### src/rtl/rss_defs.svh
// Constants for the regulator start-up sequencer: timings, codes, offsets.
// Assumes a 25 MHz core clock; every count below is derived from it.
`ifndef RSS_DEFS_SVH
`define RSS_DEFS_SVH

`define RSS_CLK_MHZ 25
`define RSS_CLK_HZ 25000000
// Least times round up to whole cycles.
`define RSS_CYC_UP(ns) ((((ns) * `RSS_CLK_MHZ) + 999) / 1000)

`define RSS_INIT_DLY_NS 1400000
`define RSS_INIT_DLY_CYC `RSS_CYC_UP(`RSS_INIT_DLY_NS)
`define RSS_BOOT_HOLD_NS 85000
`define RSS_BOOT_HOLD_CYC `RSS_CYC_UP(`RSS_BOOT_HOLD_NS)
`define RSS_CODE_VALID_NS 500
`define RSS_CODE_VALID_CYC `RSS_CYC_UP(`RSS_CODE_VALID_NS)
`define RSS_A_GOOD_NS 440000
`define RSS_A_GOOD_CYC `RSS_CYC_UP(`RSS_A_GOOD_NS)
`define RSS_B_START_NS 1000000
`define RSS_B_START_CYC `RSS_CYC_UP(`RSS_B_START_NS)
`define RSS_B_GOOD_NS 1500000
`define RSS_B_GOOD_CYC `RSS_CYC_UP(`RSS_B_GOOD_NS)
`define RSS_STEP_HZ 330000
`define RSS_STEP_CYC (`RSS_CLK_HZ / `RSS_STEP_HZ)

// One DAC step is 6.25 mV; 176 steps make the 1.1 V boot level.
`define RSS_DAC_W 9
`define RSS_BOOT_CODE 9'h0B0
`define RSS_DAC_MAX 9'h1FF
`define RSS_NO_LOAD_CODE 5'h1F

`define RSS_PIN_LPOR 0
`define RSS_PIN_DPOR 1
`define RSS_PIN_EN 2
`define RSS_PIN_FBHI 3
`define RSS_PIN_RGND 4
`define RSS_PIN_OSC 5
`define RSS_PIN_WIN 6
`define RSS_PIN_CODE_LSB 7
`define RSS_PIN_MODE_LSB 15
`define RSS_PIN_W 17

`define RSS_REG_CTRL 4'h0
`define RSS_REG_STAT 4'h1
`define RSS_REG_DAC 4'h2
`define RSS_CTRL_RST 16'h0000
`define RSS_REG_W 16

`endif

### src/rtl/rss_pkg.sv
// Types shared by the start-up sequencer modules.
// Assumes nothing of its surroundings.
package rss_pkg;

  typedef enum logic [1:0] {
    RSS_MODE_A10,
    RSS_MODE_A11,
    RSS_MODE_B6,
    RSS_MODE_B5
  } rss_mode_e;

  typedef enum logic [3:0] {
    ST_SHUT,
    ST_A_DELAY,
    ST_A_RAMP1,
    ST_A_HOLD,
    ST_A_RAMP2,
    ST_B_DELAY,
    ST_B_RAMP,
    ST_GOOD_WAIT,
    ST_RUN
  } rss_state_e;

endpackage

### src/rtl/rss_pin_if.sv
// Raw and qualified pin levels passed between the sequencer and its
// input qualifier. Assumes one clock domain for the qualified side.
`timescale 1ns/100ps
interface rss_pin_if #(
  parameter int W = 1
);
  logic [W-1:0] raw;
  logic [W-1:0] clean;

  modport qual (
    input raw,
    output clean
  );

  modport user (
    output raw,
    input clean
  );
endinterface

### src/rtl/rss_pin_qual.sv
// Input qualifier: each pin passes three flip-flops and its clean level
// moves only once the second and third stages agree.
// Assumes asynchronous pins and a synchronous active-low reset.
`timescale 1ns/100ps
module rss_pin_qual #(
  parameter int W = 1
) (
  input wire logic clk,
  input wire logic rst_n,
  rss_pin_if.qual pins
);

  logic [W-1:0] s1_q;
  logic [W-1:0] s2_q;
  logic [W-1:0] s3_q;
  logic [W-1:0] clean_q;

  for (genvar i = 0; i < W; i++) begin : g_bit
    // The first stage feeds only the second, never any logic.
    always_ff @(posedge clk) begin
      if (!rst_n) begin
        s1_q[i] <= 1'b0;
        s2_q[i] <= 1'b0;
        s3_q[i] <= 1'b0;
        clean_q[i] <= 1'b0;
      end else begin
        s1_q[i] <= pins.raw[i];
        s2_q[i] <= s1_q[i];
        s3_q[i] <= s2_q[i];
        if (s2_q[i] == s3_q[i]) begin
          clean_q[i] <= s3_q[i];
        end
      end
    end
  end

  assign pins.clean = clean_q;

endmodule

### src/rtl/rss_sequencer.sv
// Start-up sequencer for a two-phase buck controller: qualifies supply
// and enable, steps the reference DAC, gates drivers and power-good.
// Assumes asynchronous pins, a decoded level on the code pins and a
// plain register port clocked by CORE_CLK.
//
// How it works
// - In shutdown the PWM outputs are released to high impedance.
// - Shutdown holds until the logic supply passed its rising threshold.
// - Shutdown holds until the driver supply passed its rising threshold.
// - Shutdown holds until the enable comparator reports enable high.
// - Family A and 6-bit family B start as soon as conditions hold.
// - 5-bit family B never starts while the code is all ones.
// - Family A soft-start opens with a fixed 1.40 ms delay.
// - Family A then ramps to the 1.1 V boot level and holds.
// - Boot level is held at least 85 us and until the code is valid.
// - Code validation takes at least 500 ns of stable code.
// - A valid sampled code starts a second ramp to code plus offset.
// - Family A ramps move one 6.25 mV step per oscillator tick.
// - Grounded rate pin makes family A step at 330 kHz.
// - Family A raises power-good 440 us after reaching the code.
// - Family B samples the code at start, then waits before ramping.
// - Family B ramps in 6.25 mV steps at a fixed 330 kHz.
// - Family B raises power-good 1.5 ms after reaching the code.
// - Drivers stay off while feedback exceeds the ramping reference.
// - A pre-charged output gets its drivers at soft-start end.
// - Power-good stays low in shutdown and soft-start.
//
// Chosen here: the register addresses and the strobed register port.
`timescale 1ns/100ps
`include "rss_defs.svh"
module rss_sequencer #(
  parameter logic [15:0] INIT_DLY_CYC = 16'(`RSS_INIT_DLY_CYC),
  parameter logic [15:0] A_GOOD_CYC = 16'(`RSS_A_GOOD_CYC),
  parameter logic [15:0] B_START_CYC = 16'(`RSS_B_START_CYC),
  parameter logic [15:0] B_GOOD_CYC = 16'(`RSS_B_GOOD_CYC)
) (
  input wire logic CORE_CLK,
  input wire logic RST_N,
  input wire logic LOGIC_POR_OK,
  input wire logic DRIVER_POR_OK,
  input wire logic ENABLE_OK,
  input wire logic FEEDBACK_ABOVE_REF,
  input wire logic SS_RATE_GROUNDED,
  input wire logic STEP_OSC,
  input wire logic OUTPUT_IN_LIMITS,
  input wire logic [7:0] VOLTAGE_ID_CODE,
  input wire rss_pkg::rss_mode_e MODE,
  input wire logic [3:0] REG_ADDR,
  input wire logic [15:0] REG_WDATA,
  input wire logic REG_WR,
  input wire logic REG_RD,
  output logic [15:0] REG_RDATA,
  output logic [8:0] DAC_CODE,
  output logic DRIVER_ENABLE,
  output logic PWM_OE_N,
  output logic POWER_GOOD_FLAG
);
  import rss_pkg::*;

  localparam logic [15:0] HOLD_CYC = 16'(`RSS_BOOT_HOLD_CYC);
  localparam logic [3:0] VALID_CYC = 4'(`RSS_CODE_VALID_CYC);
  localparam logic [6:0] STEP_CYC = 7'(`RSS_STEP_CYC);

  rss_pin_if #(.W(`RSS_PIN_W)) pins ();

  rss_pin_qual #(.W(`RSS_PIN_W)) u_qual (
    .clk(CORE_CLK),
    .rst_n(RST_N),
    .pins(pins)
  );

  assign pins.raw = {MODE, VOLTAGE_ID_CODE, OUTPUT_IN_LIMITS, STEP_OSC,
                     SS_RATE_GROUNDED, FEEDBACK_ABOVE_REF, ENABLE_OK,
                     DRIVER_POR_OK, LOGIC_POR_OK};

  wire lpor_ok = pins.clean[`RSS_PIN_LPOR];
  wire dpor_ok = pins.clean[`RSS_PIN_DPOR];
  wire en_ok = pins.clean[`RSS_PIN_EN];
  wire fb_high = pins.clean[`RSS_PIN_FBHI];
  wire rate_gnd = pins.clean[`RSS_PIN_RGND];
  wire osc_lvl = pins.clean[`RSS_PIN_OSC];
  wire win_ok = pins.clean[`RSS_PIN_WIN];
  wire [7:0] vcode = pins.clean[`RSS_PIN_CODE_LSB +: 8];
  rss_mode_e mode;
  assign mode = rss_mode_e'(pins.clean[`RSS_PIN_MODE_LSB +: 2]);

  rss_state_e st_q;
  rss_state_e st_d;
  logic [15:0] tmr_q;
  logic [15:0] tmr_d;
  logic [8:0] dac_q;
  logic [8:0] dac_d;
  logic [8:0] tgt_q;
  logic [8:0] tgt_d;
  logic [7:0] code_prev_q;
  logic [3:0] stab_q;
  logic [6:0] step_cnt_q;
  logic osc_prev_q;
  logic drv_q;
  logic oe_n_q;
  logic pg_q;
  logic [15:0] ctrl_q;
  logic [15:0] rdata_q;

  // Start conditions; any one lost drops the sequencer to shutdown.
  wire supplies_ok = lpor_ok & dpor_ok & en_ok;
  wire no_load = (mode == RSS_MODE_B5) &&
                 (vcode[4:0] == `RSS_NO_LOAD_CODE);
  wire start_ok = supplies_ok & ~no_load;
  wire fam_b = (mode == RSS_MODE_B6) || (mode == RSS_MODE_B5);

  // Target is the decoded level plus a software offset, clamped to range.
  wire [9:0] offs_sum = {2'b00, vcode} +
                        {{2{ctrl_q[7]}}, ctrl_q[7:0]};
  // A negative sum clamps to zero; the largest sum still fits in nine bits.
  wire [8:0] code_tgt = offs_sum[9] ? 9'h000 :
                        offs_sum[8:0];

  // A nonzero code counts as valid once it has stood unchanged long enough.
  wire code_valid = (stab_q == VALID_CYC) && (vcode != 8'h00);

  // Family A uses the external oscillator unless its rate pin is grounded.
  wire int_tick = (step_cnt_q == STEP_CYC - 7'h01);
  wire osc_tick = osc_lvl & ~osc_prev_q;
  wire use_osc = ~fam_b & ~rate_gnd;
  wire step_tick = use_osc ? osc_tick : int_tick;

  wire ramping = (st_q == ST_A_RAMP1) || (st_q == ST_A_RAMP2) ||
                 (st_q == ST_B_RAMP);
  wire [8:0] ramp_tgt = (st_q == ST_A_RAMP1) ? `RSS_BOOT_CODE : tgt_q;
  wire at_tgt = (dac_q == ramp_tgt);
  wire step_up = ramping & step_tick & (dac_q < ramp_tgt);
  wire step_dn = ramping & step_tick & (dac_q > ramp_tgt);
  wire [15:0] good_cyc = fam_b ? B_GOOD_CYC : A_GOOD_CYC;

  always_comb begin
    st_d = st_q;
    tgt_d = tgt_q;
    case (st_q)
      ST_SHUT: begin
        if (start_ok) begin
          if (fam_b) begin
            st_d = ST_B_DELAY;
            tgt_d = code_tgt;
          end else begin
            st_d = ST_A_DELAY;
          end
        end
      end
      ST_A_DELAY: begin
        if (tmr_q == INIT_DLY_CYC - 16'h0001) begin
          st_d = ST_A_RAMP1;
        end
      end
      ST_A_RAMP1: begin
        if (at_tgt) begin
          st_d = ST_A_HOLD;
        end
      end
      ST_A_HOLD: begin
        if ((tmr_q >= HOLD_CYC - 16'h0001) && code_valid) begin
          st_d = ST_A_RAMP2;
          tgt_d = code_tgt;
        end
      end
      ST_B_DELAY: begin
        if (tmr_q == B_START_CYC - 16'h0001) begin
          st_d = ST_B_RAMP;
        end
      end
      ST_A_RAMP2, ST_B_RAMP: begin
        if (at_tgt) begin
          st_d = ST_GOOD_WAIT;
        end
      end
      ST_GOOD_WAIT: begin
        if (tmr_q == good_cyc - 16'h0001) begin
          st_d = ST_RUN;
        end
      end
      ST_RUN: begin
        st_d = ST_RUN;
      end
      default: begin
        st_d = ST_SHUT;
      end
    endcase
    if (!start_ok) begin
      st_d = ST_SHUT;
    end
  end

  // The timer restarts on every state change and saturates, so a long hold
  // waiting for a code cannot wrap into a false match.
  assign tmr_d = (st_d != st_q) ? 16'h0000 :
                 (tmr_q == 16'hFFFF) ? tmr_q : tmr_q + 16'h0001;

  assign dac_d = (st_d == ST_SHUT) ? 9'h000 :
                 step_up ? dac_q + 9'h001 :
                 step_dn ? dac_q - 9'h001 : dac_q;

  // Drivers come on once the reference overtakes the feedback, or at the
  // end of soft-start for an output charged above the final level.
  wire drv_d = (st_d != ST_SHUT) &&
               (drv_q || !fb_high || (st_d == ST_GOOD_WAIT) ||
                (st_d == ST_RUN));
  wire pg_d = (st_d == ST_RUN) && win_ok;

  always_ff @(posedge CORE_CLK) begin
    if (!RST_N) begin
      st_q <= ST_SHUT;
      tmr_q <= 16'h0000;
      dac_q <= 9'h000;
      tgt_q <= 9'h000;
    end else begin
      st_q <= st_d;
      tmr_q <= tmr_d;
      dac_q <= dac_d;
      tgt_q <= tgt_d;
    end
  end

  always_ff @(posedge CORE_CLK) begin
    if (!RST_N) begin
      code_prev_q <= 8'h00;
      stab_q <= 4'h0;
      step_cnt_q <= 7'h00;
      osc_prev_q <= 1'b0;
    end else begin
      code_prev_q <= vcode;
      if (vcode != code_prev_q) begin
        stab_q <= 4'h0;
      end else if (stab_q != VALID_CYC) begin
        stab_q <= stab_q + 4'h1;
      end
      step_cnt_q <= (int_tick || st_q == ST_SHUT) ? 7'h00 :
                    step_cnt_q + 7'h01;
      osc_prev_q <= osc_lvl;
    end
  end

  always_ff @(posedge CORE_CLK) begin
    if (!RST_N) begin
      drv_q <= 1'b0;
      oe_n_q <= 1'b1;
      pg_q <= 1'b0;
    end else begin
      drv_q <= drv_d;
      oe_n_q <= (st_d == ST_SHUT);
      pg_q <= pg_d;
    end
  end

  // Register port: one writable control word, two read-only views.
  wire sel_ctrl = (REG_ADDR == `RSS_REG_CTRL);
  wire sel_stat = (REG_ADDR == `RSS_REG_STAT);
  wire sel_dac = (REG_ADDR == `RSS_REG_DAC);
  wire [15:0] stat_word = {8'h00, pg_q, drv_q, oe_n_q, fam_b, st_q};
  wire [15:0] rd_mux = sel_ctrl ? ctrl_q :
                       sel_stat ? stat_word :
                       sel_dac ? {7'h00, dac_q} : 16'h0000;

  always_ff @(posedge CORE_CLK) begin
    if (!RST_N) begin
      ctrl_q <= `RSS_CTRL_RST;
      rdata_q <= 16'h0000;
    end else begin
      if (REG_WR && sel_ctrl) begin
        ctrl_q <= {8'h00, REG_WDATA[7:0]};
      end
      rdata_q <= REG_RD ? rd_mux : 16'h0000;
    end
  end

  assign REG_RDATA = rdata_q;
  assign DAC_CODE = dac_q;
  assign DRIVER_ENABLE = drv_q;
  assign PWM_OE_N = oe_n_q;
  assign POWER_GOOD_FLAG = pg_q;

  AST_SHUT_HIZ: assert property (@(posedge CORE_CLK) disable iff (!RST_N)
    (st_q == ST_SHUT) |-> PWM_OE_N && !DRIVER_ENABLE)
    else $error("PWM outputs driven during shutdown");

  AST_LOGIC_POR: assert property (@(posedge CORE_CLK) disable iff (!RST_N)
    !lpor_ok |=> (st_q == ST_SHUT))
    else $error("Left shutdown without logic supply");

  AST_DRV_POR: assert property (@(posedge CORE_CLK) disable iff (!RST_N)
    !dpor_ok |=> (st_q == ST_SHUT) && PWM_OE_N)
    else $error("Left shutdown without driver supply");

  AST_ENABLE: assert property (@(posedge CORE_CLK) disable iff (!RST_N)
    $fell(en_ok) |=> (st_q == ST_SHUT) && (dac_q == 9'h000))
    else $error("Enable loss did not reach shutdown");

  AST_NO_LOAD: assert property (@(posedge CORE_CLK) disable iff (!RST_N)
    (st_q == ST_SHUT) && no_load |=> (st_q == ST_SHUT))
    else $error("Soft-start began on the no-load code");

  AST_QUICK_START: assert property (@(posedge CORE_CLK) disable iff (!RST_N)
    (st_q == ST_SHUT) && start_ok |=> (st_q != ST_SHUT))
    else $error("Start conditions met but start delayed");

  AST_INIT_DELAY: assert property (@(posedge CORE_CLK) disable iff (!RST_N)
    (st_q == ST_A_DELAY) && (st_d == ST_A_RAMP1) |->
      (tmr_q == INIT_DLY_CYC - 16'h0001))
    else $error("Initial delay length wrong");

  AST_HOLD_MIN: assert property (@(posedge CORE_CLK) disable iff (!RST_N)
    (st_q == ST_A_HOLD) ##1 (st_q == ST_A_RAMP2) |->
      ($past(tmr_q) >= HOLD_CYC - 16'h0001) &&
      ($past(stab_q) == VALID_CYC))
    else $error("Boot hold ended early");

  AST_ONE_STEP: assert property (@(posedge CORE_CLK) disable iff (!RST_N)
    (st_q != ST_SHUT) && (st_d != ST_SHUT) && (dac_d != dac_q) |->
      step_tick && ((dac_d == dac_q + 9'h001) ||
                    (dac_d == dac_q - 9'h001)))
    else $error("DAC moved by more than one step");

  AST_NO_PAST: assert property (@(posedge CORE_CLK) disable iff (!RST_N)
    ramping && at_tgt && (st_d != ST_SHUT) |=> (dac_q == $past(dac_q)))
    else $error("Ramp moved past its target");

  AST_DRV_GATE: assert property (@(posedge CORE_CLK) disable iff (!RST_N)
    $rose(DRIVER_ENABLE) |->
      !$past(fb_high) || (st_q == ST_GOOD_WAIT) || (st_q == ST_RUN))
    else $error("Drivers enabled under a higher feedback level");

  AST_PRECHG_END: assert property (@(posedge CORE_CLK) disable iff (!RST_N)
    (st_q == ST_GOOD_WAIT) |-> DRIVER_ENABLE)
    else $error("Drivers still off after soft-start");

  AST_PG_LOW: assert property (@(posedge CORE_CLK) disable iff (!RST_N)
    POWER_GOOD_FLAG |-> (st_q == ST_RUN) && $past(win_ok))
    else $error("Power-good high outside regulation");

  AST_GOOD_DELAY: assert property (@(posedge CORE_CLK) disable iff (!RST_N)
    (st_q == ST_GOOD_WAIT) && (st_d == ST_RUN) |->
      (tmr_q == good_cyc - 16'h0001))
    else $error("Power-good delay length wrong");

endmodule

### config.mk
export PLATFORM = sky130hd
export DESIGN_NAME = rss_sequencer
export DESIGN_NICKNAME = d
export VERILOG_FILES = /design/src/rtl/rss_pkg.sv /design/src/rtl/rss_pin_if.sv /design/src/rtl/rss_pin_qual.sv /design/src/rtl/rss_sequencer.sv
export VERILOG_INCLUDE_DIRS = /design/src /design/src/rtl
export SDC_FILE = /design/constraint.sdc
export NUM_CORES = 1
export LEC_CHECK = 0
export ABC_CLOCK_PERIOD_IN_PS = 5870
export BUFFER_PORTS_ARGS = -buffer_cell sky130_fd_sc_hd__clkbuf_2
export CAP_MARGIN = 25
export CORE_ASPECT_RATIO = 1.2
export CORE_MARGIN = 1
export CORE_UTILIZATION = 60
export CTS_BUF_LIST = sky130_fd_sc_hd__clkbuf_8
export CTS_CLUSTER_SIZE = 25
export DETAILED_ROUTE_END_ITERATION = 8
export GPL_ROUTABILITY_DRIVEN = 1
export PLACE_DENSITY = 0.93
export SYNTH_ARGS = -nofsm -noshare
export SYNTH_HDL_FRONTEND = slang
export SYNTH_SLANG_ARGS = --single-unit
### constraint.sdc
create_clock -name CORE_CLK -period 5.87 [get_ports CORE_CLK]
set_input_delay 0.8805 -clock CORE_CLK [delete_from_list [all_inputs] [get_ports CORE_CLK]]
set_output_delay 0.8805 -clock CORE_CLK [all_outputs]
set_load 0.005 [all_outputs]
# --- Word-level counts from Yosys, hierarchy flattened ---
# Index checks and enable logic that the tools add are counted.
# Widths: inputs -> output; s select.
op_classes:
  addsub: 7
  n_lt_le_gt_ge: 3
  eq_ne: 45
  muxes: 22
  bitwise: 15
  reduce_logical: 30
op_table:
  columns: ["cell", "n"]
  rows:
  - ["$mux 9", 7]
  - ["$eq 16x16->1 const B", 2]
  - ["$pmux 4 s8", 1]
  - ["$mux 4", 7]
  - ["$mux 8", 3]
  - ["$eq 4x3->1 const B", 5]
  - ["$pmux 9 s2", 1]
  - ["$eq 1x1->1", 17]
  - ["$add 16x1->16 const B", 1]
  - ["$eq 16x15->1 const B", 1]
  - ["$eq 16x16->1", 1]
  - ["$ge 16x12->1 const B", 1]
  - ["$mux 16", 1]
  - ["$sub 16x1->16 const B", 1]
  - ["$eq 4x2->1 const B", 3]
  - ["$eq 4x4->1 const B", 3]
  - ["$logic_not 4->1", 3]
  - ["$add 9x8->10", 1]
  - ["$reduce_or 2->1", 5]
  - ["$add 9x1->9 const B", 1]
  - ["$eq 9x9->1", 1]
  - ["$gt 9x9->1", 1]
  - ["$lt 9x9->1", 1]
  - ["$sub 9x1->9 const B", 1]
  - ["24 further kinds", 53]
word_totals:
  regBits: 153
  input_bits: 41
  word_cells: 205

# --- Longest topological paths before layout ---
# Gate-level depths: netlist (run 1).
depth:
  word_depth: 12
  ltp_mapped: 17
  depth_no_buf: 16

# --- By module ---
# A second synthesis (run 1) with hierarchy kept.
hier_totals:
  cells_unflattened: 706
  area_unflattened_um2: 6675.2
by_module_without_submodules:
  columns: ["module", "n_inst", "cells_per_inst", "area_each_um2"]
  rows:
  - ["rss_sequencer", 1, 529, 4668.2]
  - ["rss_pin_qual", 1, 177, 2006.9]

# --- Least setup slack after synthesis (run 1) ---
# OpenSTA, ideal clock, no wires.
synth_timing:
  kind: "register to register"
  from: "register st_q[3]"
  to: "register dac_q[8], in the netlist DAC_CODE[8]"
  setup_ps: 72
  arrival_ps: 4177
  path_slack_ps: 1622
  path_stages_with_launch: 17
  period_less_slack_ps: 4248
  path_cell_list: "dfxtp_1 -> clkbuf_2 -> nor2_1 -> and3_1 -> nor2_1 -> ha_1 -> nand3_1 -> o21a_1 -> o311ai_1 -> ha_1 -> a21o_1 -> a211oi_1 -> nor2_1 -> o41ai_1 -> nor2_1 -> a21oi_2 -> mux2i_1"
synth_between:
  elab_chain_cells: 8
  elab_cells_between_ends: 31
  classes_between: "order compare (2); eq/ne (9); mux (10); bitwise (3); reduce/logical (7)"
synth_rtl:
  columns: ["element", "line", "rtl"]
  rows:
  - ["start, declared", "rss_sequencer.sv:87", "rss_state_e st_q;"]
  - ["start signal, assigned", "rss_sequencer.sv:216", "st_q <= st_d;"]
  - ["$eq 4x2->1", "rss_sequencer.sv:128, rss_sequencer.sv:130, rss_sequencer.sv:139", null]
  - ["$mux 9", "rss_sequencer.sv:130", "wire [8:0] ramp_tgt = (st_q == ST_A_RAMP1) ? `RSS_BOOT_CODE : tgt_q;"]
  - ["$eq 9x9->1", "rss_sequencer.sv:131", "wire at_tgt = (dac_q == ramp_tgt);"]
  - ["$mux 4 (on tied branches)", "rss_sequencer.sv:172, rss_sequencer.sv:156", null]
  - ["$pmux 4 s8", "rss_sequencer.sv:139", "case (st_q)"]
  - ["$mux 4", "rss_sequencer.sv:188", "if (!start_ok) begin"]
  - ["$logic_not 4->1", "rss_sequencer.sv:198", "assign dac_d = (st_d == ST_SHUT) ? 9'h000 :"]
  - ["$reduce_or 2->1 (no source line)", null, null]
  - ["end signal, assigned", "rss_sequencer.sv:213", "dac_q <= 9'h000;"]
  - ["end signal, assigned", "rss_sequencer.sv:218", "dac_q <= dac_d;"]
  - ["end, declared", "rss_sequencer.sv:91", "logic [8:0] dac_q;"]
# Several ways; a longest one is shown, not always the timed one.
# A chain may end at the register's enable or synchronous reset.

# --- Final worst setup path (run 1) ---
layout_timing:
  from: "register st_q[0]"
  to: "register dac_q[8], in the netlist DAC_CODE[8]"
# Same word-level chain as after synthesis.

==> impl_metrics.env, run 1 <==
export IMPL_io_buffer_count=53
export IMPL_cpPeakStageDelay_ps=530
export IMPL_fin_crit_ps=4180
export IMPL_ys_ff_latch=146
export IMPL_drt_first_pass_iters=9
export IMPL_fp_dieH_um=118
export IMPL_status="finished with violations"
export IMPL_yosysSeqAreaShare=0.437
export IMPL_yosysWarningCount=0
export IMPL_power_frac_comb=0.032
export IMPL_finalSetupTns_ps=0
export IMPL_tightest_slew_ps=912
export IMPL_cts_tree="yes"
export IMPL_vdd_drop_max_mv=0.214
export IMPL_syn_area_per_cell_um2=9.46
export IMPL_antenna_found_initial=0
export IMPL_crit_path_top_delay_cell="dfxtp_1"
export IMPL_avgRoutedWirePerCell_um=15.6
export IMPL_placed_cell_area_mm2=0.00692
export IMPL_cts_buffers=17
export IMPL_fin_util=0.687
export IMPL_first_iter_violations=352
export IMPL_startpoint_type="flip-flop"
export IMPL_drv_slew=0
export IMPL_rsz0062_at_grt="false"
export IMPL_worstPathMaxFanout=11
export IMPL_nNetsFinal=826
export IMPL_synth_area_mm2=0.00669
export IMPL_clockPowerShare=0.426
export IMPL_vias_per_cell=5.91
export IMPL_start_util=0.627
export IMPL_p_int_mw=1.43
export IMPL_crit_arrival_ps=4560
export IMPL_grt_max_degree=41
export IMPL_hp_class="reg2reg"
export IMPL_ios=69
export IMPL_ant_nets=0
export IMPL_drc=7
export IMPL_clk_latency_ps=450
export IMPL_cts_sinks=146
export IMPL_cts_htree_levels=4
export IMPL_fmax_mhz=239
export IMPL_vias=5287
export IMPL_fin_skew_ps=11.4
export IMPL_syn_to_final_growth_pct=9.60
export IMPL_cts_hold_buf=0
export IMPL_die_w_um=98.4
export IMPL_end_kind="flip-flop"
export IMPL_p_switching_uw=455
export IMPL_max_slew_margin=0.387
export IMPL_finalSetupViolations=0
export IMPL_layout_drive_gt1_share=0.157
export IMPL_finalCritPeriodShare=0.711
export IMPL_crit_chain="inv_1 > nand3_1 > nand2_1 > ha_1 > a21o_1 > a211oi_1 > o21a_1 > o311ai_1 > buf_4 > fa_1 > a21o_1 > a211oi_1 > nor2_1 > o41ai_1 > nor2_1 > a21oi_2 > mux2i_1"
export IMPL_maxCapViolCount=0
export IMPL_finalHoldViolCount=0
export IMPL_grt_usage=0.252
export IMPL_regToRegSetupSlack_ps=1690
export IMPL_p_leak_nw=3.01
export IMPL_clockBufferDepth=2
export IMPL_required_ps=6250
export IMPL_dp_final_hpwl_mm=10.0
export IMPL_post_cts_resized=0
export IMPL_crit_start="st_q[0]$_SDFF_PN0_"
export IMPL_cts_root_buffer="clkbuf_8"
export IMPL_violations="DRC"
export IMPL_async_flop_share=0
export IMPL_swShare=0.242
export IMPL_grt_pass1_wl_mm=23.3
export IMPL_synth_edf_count=0
export IMPL_powerDensity_mw_per_mm2=257
export IMPL_path_class="reg2reg"
export IMPL_row_count=41
export IMPL_dieArea_mm2=0.0116
export IMPL_insertedDiodeCount=0
export IMPL_core_mm2=0.0107
export IMPL_synthFlopType="dfxtp_1"
export IMPL_min_from="u_qual.s1_q[6]$_SDFF_PN0_"
export IMPL_seq_power_share=0.543
export IMPL_syn_instance_count=707
export IMPL_synth_cell_type_count=78
export IMPL_gr_total_overflow=0
export IMPL_clk_pin_slew_worst_paths_ps=80
export IMPL_r2r_start="st_q[0]$_SDFF_PN0_"
export IMPL_cts_setup_buffers=0
export IMPL_first_global_vias=5113
export IMPL_stdcell_area_mm2=0.00733
export IMPL_place_congestion=0.894
export IMPL_routed_wl_mm=14.0
metrics by stage:
step / power (mW) / std cells / hold slack, ps / worst slack (ps)
after floorplan: 1.09 / 713 / 412 / 1620
after global placement: 1.10 / 861 / 416 / 1780
after detailed placement: 1.10 / 862 / 420 / 1730
after CTS: 1.89 / 894 / 438 / 1700
after global routing: 1.95 / 894 / 460 / 1370
final: 1.88 / 894 / 436 / 1690
sequential cells by signal, indices dropped and copies added (netlist names):
signal             count
st_q                   4
osc_prev_q             1
POWER_GOOD_FLAG        1
u_qual.s2_q           17
stab_q                 4
tmr_q                 16
DRIVER_ENABLE          1
code_prev_q            8
u_qual.s3_q           17
REG_RDATA              9
PWM_OE_N               1
u_qual.pins.clean     17
tgt_q                  9
u_qual.s1_q           17
step_cnt_q             7
DAC_CODE               9
ctrl_q                 8
logic make-up (layout without fill, tap and decap cells):
logic type | after synthesis | count (layout) | share of synthesized area
fa+ha+maj | 33 | 33 | 0.0640
mux | 18 | 18 | 0.0270
other cells | 1 | 7 | 0.000561
compound gates | 129 | 129 | 0.141
xor+xnor | 35 | 35 | 0.0459
buf+inv | 53 | 105 | 0.0447
simple gates | 292 | 292 | 0.239
flops | 146 | 146 | 0.437
cells in the mapped netlist (all sizes together), types with 3 or more instances:
cell     count  share of area
a31oi        4         0.0060
and3         8         0.0077
nor3        34          0.033
mux2i       18          0.027
inv         17         0.0095
a21oi       31          0.025
a22oi        7         0.0079
clkbuf      17          0.012
a211oi      11          0.013
a21boi       3         0.0034
nand3       22          0.016
a2111oi      3         0.0067
ha          31          0.058
and2        63          0.059
nor4bb       4         0.0060
and4         5         0.0067
nor4         7         0.0088
nand2       49          0.028
a21o         6         0.0067
nand2b       7         0.0066
o22ai        3         0.0037
dfxtp      146           0.44
o21a         5         0.0058
a22o         7         0.0092
xor2        17          0.022
nor3b        3         0.0034
buf         19          0.024
xnor2       18          0.024
nor2        69          0.039
nand4        8         0.0075
o21ai       30          0.025
placed cells by master, fill, tap and decap left out, types with 3 or more instances in the layout:
| master | Yosys | final |
|---|---|---|
| nor3b_1 | 3 | 3 |
| a21boi_0 | 3 | 3 |
| inv_1 | 16 | 16 |
| nand2b_1 | 7 | 7 |
| a2111oi_2 | 3 | 3 |
| a22o_1 | 7 | 7 |
| inv_6 | 0 | 3 |
| ha_1 | 31 | 31 |
| xnor2_1 | 18 | 18 |
| mux2i_1 | 18 | 18 |
| a211oi_1 | 10 | 10 |
| dfxtp_1 | 146 | 146 |
| and2_1 | 62 | 62 |
| a31oi_1 | 3 | 3 |
| o21a_1 | 4 | 4 |
| nand3_1 | 22 | 22 |
| clkbuf_2 | 3 | 53 |
| and4_1 | 4 | 4 |
| nand2_1 | 49 | 49 |
| nor4bb_1 | 4 | 4 |
| nand4_1 | 8 | 8 |
| xor2_1 | 17 | 17 |
| nor2_1 | 69 | 69 |
| conb_1 | 1 | 7 |
| inv_8 | 0 | 4 |
| a21o_1 | 6 | 6 |
| clkbuf_8 | 1 | 17 |
| nor4_1 | 6 | 6 |
| and3_1 | 7 | 7 |
| nor3_1 | 24 | 24 |
| nor3_2 | 10 | 10 |
| o21ai_0 | 28 | 28 |
| a21oi_1 | 29 | 29 |
| a22oi_1 | 7 | 7 |
worst max-delay path, delay by kind of cell (launching register included):
family / cells / cell delay (ps)
AO/OA/AOI/OAI: 8 / 1730
adder cells (fa/ha/maj): 2 / 700
flip-flops: 1 / 530
AND/OR/NAND/NOR: 4 / 520
buffers and inverters: 2 / 430
multiplexers: 1 / 180
per-layer routing:
metal | part of all wire | track usage | up-vias
met5 | 0 | 0 | -
met4 | 0.028 | 0.126 | 0
met3 | 0.049 | 0.0588 | 40
met2 | 0.51 | 0.444 | 175
met1 | 0.42 | 0.281 | 2516
li1 | - | - | 2556
area by class of cell:
class / instances / area (um2)
inverter: 17 / 63.8
tap: 129 / 161
clock inverter: 15 / 174
timing repair buffer: 56 / 285
clock buffer: 17 / 234
fill: 790 / 3340
multi-input combinational: 514 / 3490
sequential: 146 / 2920
power groups by stage:
stage               clock network [mW]  registers, mW  logic, mW
CTS                              0.812           1.02     0.0599
detailed placement                   0           1.04     0.0595
global route                     0.856           1.02     0.0675
floorplan                            0           1.04     0.0447
global placement                     0           1.04     0.0563
finish                           0.801           1.02     0.0596
worst paths after layout:
check,end,cells past startpoint
max,DAC_CODE[8]$_SDFFE_PP0P_,17
min,u_qual.s2_q[6]$_SDFF_PN0_,1
max reg2reg,DAC_CODE[8]$_SDFFE_PP0P_,17
min reg2reg,u_qual.s2_q[6]$_SDFF_PN0_,1
No activity file was read; power rests on OpenSTA's default activity.
==> inputs of run 2 (changes only) <==
Settings changed: ABC_AREA set to 1, ABC_CLOCK_PERIOD_IN_PS 5870 to 4300.
Clock period 5.87 ns to 4.3 ns, I/O delays scaled along.
==> run 2 against run 1 <==
  * The flow now finishes without violations
  * First-iteration DRC count shrank 10%
  * Cell count grew 26%
  * Synthesized area grew 1.9%
  * Die area grew 1.9%
  * Wire length grew 0.21%
  * Sequential power grew 36%
  * Critical path depth grew 2
  * Worst setup slack lost 930 ps
  * Core utilization shrank 0.24 points
  * Clock power grew 36%
  * Total power grew 37%
  * Register-to-register slack lost 930 ps
  * Highest routed layer unchanged
==> impl_metrics.env, run 2 <==
export IMPL_fin_ws_ps=764
export IMPL_hp_class="in2reg"
export IMPL_n_fill_cell=934
export IMPL_regArea_mm2=0.00292
export IMPL_nNetsFinal=1058
export IMPL_synth_common_cells="nand2_1, inv_1, dfxtp_1"
export IMPL_dp_final_hpwl_mm=10.2
export IMPL_drv_slew=0
export IMPL_path_class="reg2reg"
export IMPL_r2r_end="DAC_CODE[8]$_SDFFE_PP0P_"
export IMPL_synth_cell_type_count=41
export IMPL_synth_edf_count=0
export IMPL_layout_commonest_cell="nand2_1"
export IMPL_stdcell_area_mm2=0.00755
export IMPL_yosysTopAreaCell="dfxtp_1"
export IMPL_first_global_vias=5387
export IMPL_die_w_um=99.3
export IMPL_startpoint_type="flip-flop"
export IMPL_insertedDiodeCount=0
export IMPL_fin_skew_ps=15.3
export IMPL_antenna_found_initial=0
export IMPL_yosysWarningCount=0
export IMPL_post_cts_resized=0
export IMPL_start_util=0.617
export IMPL_mostFrequentLayoutCells="nand2_1, inv_1, dfxtp_1"
export IMPL_finalSetupTns_ps=0
export IMPL_fp_dieH_um=119
export IMPL_cts_root_buffer="clkbuf_8"
export IMPL_end_kind="flip-flop"
export IMPL_maxCapViolCount=0
export IMPL_min_from="VOLTAGE_ID_CODE[6]"
export IMPL_synth_area_mm2=0.00681
export IMPL_stdcell_count=1129
export IMPL_avgRoutedWirePerCell_um=12.4
export IMPL_finalHoldViolCount=0
export IMPL_ys_ff_latch=146
export IMPL_vdd_drop_max_mv=0.330
export IMPL_syn_to_final_growth_pct=10.8
export IMPL_p_leak_nw=3.77
export IMPL_clk_pin_slew_worst_paths_ps=90
export IMPL_finalCritPeriodShare=0.822
export IMPL_worstPathMaxFanout=9
export IMPL_status="finished, final reports clean"
export IMPL_fmax_mhz=283
export IMPL_r2r_cells=19
export IMPL_grt_pass1_wl_mm=23.7
export IMPL_drt_first_pass_iters=5
export IMPL_hold_slack_ps=371
export IMPL_place_ws_ps=806
export IMPL_drc=0
export IMPL_vias=5894
export IMPL_clk_latency_ps=450
export IMPL_ios=69
export IMPL_ant_nets=0
export IMPL_async_flop_share=0
export IMPL_cts_sinks=146
export IMPL_rsz0062_at_grt="false"
export IMPL_regToRegSetupSlack_ps=760
export IMPL_yosysSeqAreaShare=0.429
export IMPL_synthFlopType="dfxtp_1"
export IMPL_clockBufferDepth=2
export IMPL_core_mm2=0.0110
export IMPL_fin_crit_ps=3540
export IMPL_place_congestion=0.898
export IMPL_holdPathStages=3
export IMPL_r2r_start="st_q[1]$_SDFF_PN0_"
export IMPL_cts_tree="yes"
export IMPL_netlist_top_cells_area="dfxtp_1, nand2_1, inv_1"
export IMPL_tightest_slew_ps=619
export IMPL_placed_cell_area_mm2=0.00714
export IMPL_max_slew_margin=0.584
export IMPL_cts_htree_levels=4
export IMPL_routed_wl_mm=14.0
export IMPL_cts_hold_buf=0
export IMPL_cts_buffers=17
export IMPL_syn_area_per_cell_um2=7.34
export IMPL_synth_most_common_cell="nand2_1"
export IMPL_grt_usage=0.252
export IMPL_row_count=42
export IMPL_synth_top_area_frac=0.429
export IMPL_io_buffer_count=53
export IMPL_syn_instance_count=928
export IMPL_grt_max_degree=71
export IMPL_cts_setup_buffers=0
export IMPL_powerDensity_mw_per_mm2=341
export IMPL_crit_arrival_ps=3890
export IMPL_layout_drive_gt1_share=0.125
export IMPL_multi_input_area_mm2=0.00321
export IMPL_whs_endpoint="u_qual.s1_q[13]$_SDFF_PN0_"
export IMPL_first_iter_violations=316
export IMPL_numPlacedInstances=1097
export IMPL_required_ps=4650
export IMPL_dieArea_mm2=0.0118
export IMPL_gr_total_overflow=0
export IMPL_finalSetupViolations=0
export IMPL_vias_per_cell=5.22
-- run 2: changes by cell type in the layout (fill, tap and decap cells not counted), moves of 17 or more --
cell	previous run	this run
nor2_2	0	18
and2_1	62	0
nor2_1	69	91
a21oi_1	29	74
nand2_1	49	210
mux2i_1	18	1
inv_1	16	148
-- run 2: final cells by class --
| cell class | instances | share of cell area |
|---|---|---|
| Multi-Input combinational cell | 612 | 0.425 |
| Sequential cell | 146 | 0.387 |
| Inverter | 153 | 0.0761 |
| Timing Repair Buffer | 54 | 0.0361 |
| Clock buffer | 17 | 0.0310 |
| Clock inverter | 15 | 0.0232 |
| Tap cell | 132 | 0.0219 |
-- run 2: worst max path at each step --
stage,to,startpoint,cells after the start,slack [ps]
finish,DAC_CODE[8]$_SDFFE_PP0P_,st_q[1]$_SDFF_PN0_,19,760
global route,DAC_CODE[6]$_SDFFE_PP0P_,st_q[1]$_SDFF_PN0_,19,360
CTS,DAC_CODE[8]$_SDFFE_PP0P_,st_q[3]$_SDFF_PN0_,20,780
detailed placement,DAC_CODE[8]$_SDFFE_PP0P_,st_q[3]$_SDFF_PN0_,20,810
global placement,DAC_CODE[8]$_SDFFE_PP0P_,st_q[3]$_SDFF_PN0_,20,880
floorplan,DAC_CODE[8]$_SDFFE_PP0P_,st_q[3]$_SDFF_PN0_,20,1210
-- run 2: logic make-up (layout without fill, tap and decap cells) --
| family | Yosys count | count (layout) | share of synthesized area |
|---|---|---|---|
| and+or+nand+nor | 401 | 401 | 0.250 |
| buffers and inverters | 176 | 239 | 0.104 |
| DFF | 146 | 146 | 0.429 |
| AOI/OAI and AO/OA | 144 | 144 | 0.119 |
| adders and majority gates | 33 | 33 | 0.0628 |
| xor gates and xnor gates | 26 | 26 | 0.0334 |
| other | 1 | 7 | 0.000550 |
| muxes | 1 | 1 | 0.00147 |
-- run 2: per-stage QoR --
step / power (mW) / util
2_1_floorplan: 1.49 / -
3_3_place_gp: 1.51 / 0.647
3_5_place_dp: 1.52 / 0.647
4_1_cts: 2.59 / 0.684
5_1_grt: 2.66 / 0.684
6_report: 2.58 / 0.684
-- run 2: power breakdown --
| group | internal, mW | switching (mW) |
|---|---|---|
| Sequential | 1.38 | 0.0148 |
| Combinational | 0.0343 | 0.0572 |
| Clock | 0.532 | 0.560 |
-- run 2: worst max-delay path, cell delays in order (launching register included) --
cell     delay, ps
dfxtp_1        500
nand3_2        240
inv_1          180
nor2_1          60
ha_1           290
a21oi_1        130
o21ai_0        100
a21oi_1        120
o21ai_0         90
nor2_1         140
inv_1          200
ha_1           420
inv_1           70
nor4_1         250
a21oi_1        120
or2_2          300
nand2_1         90
nand2_1         50
nand2_1         50
nor2_1          30
-- run 2: layer usage --
layer | routed length [um] | up-vias | part of all wire | GRT usage
met5 | 0 | - | 0 | 0
met4 | 370 | 0 | 0.026 | 0.0919
met3 | 700 | 35 | 0.050 | 0.0591
met2 | 6920 | 184 | 0.49 | 0.438
met1 | 6010 | 2644 | 0.43 | 0.300
li1 | - | 3031 | - | -
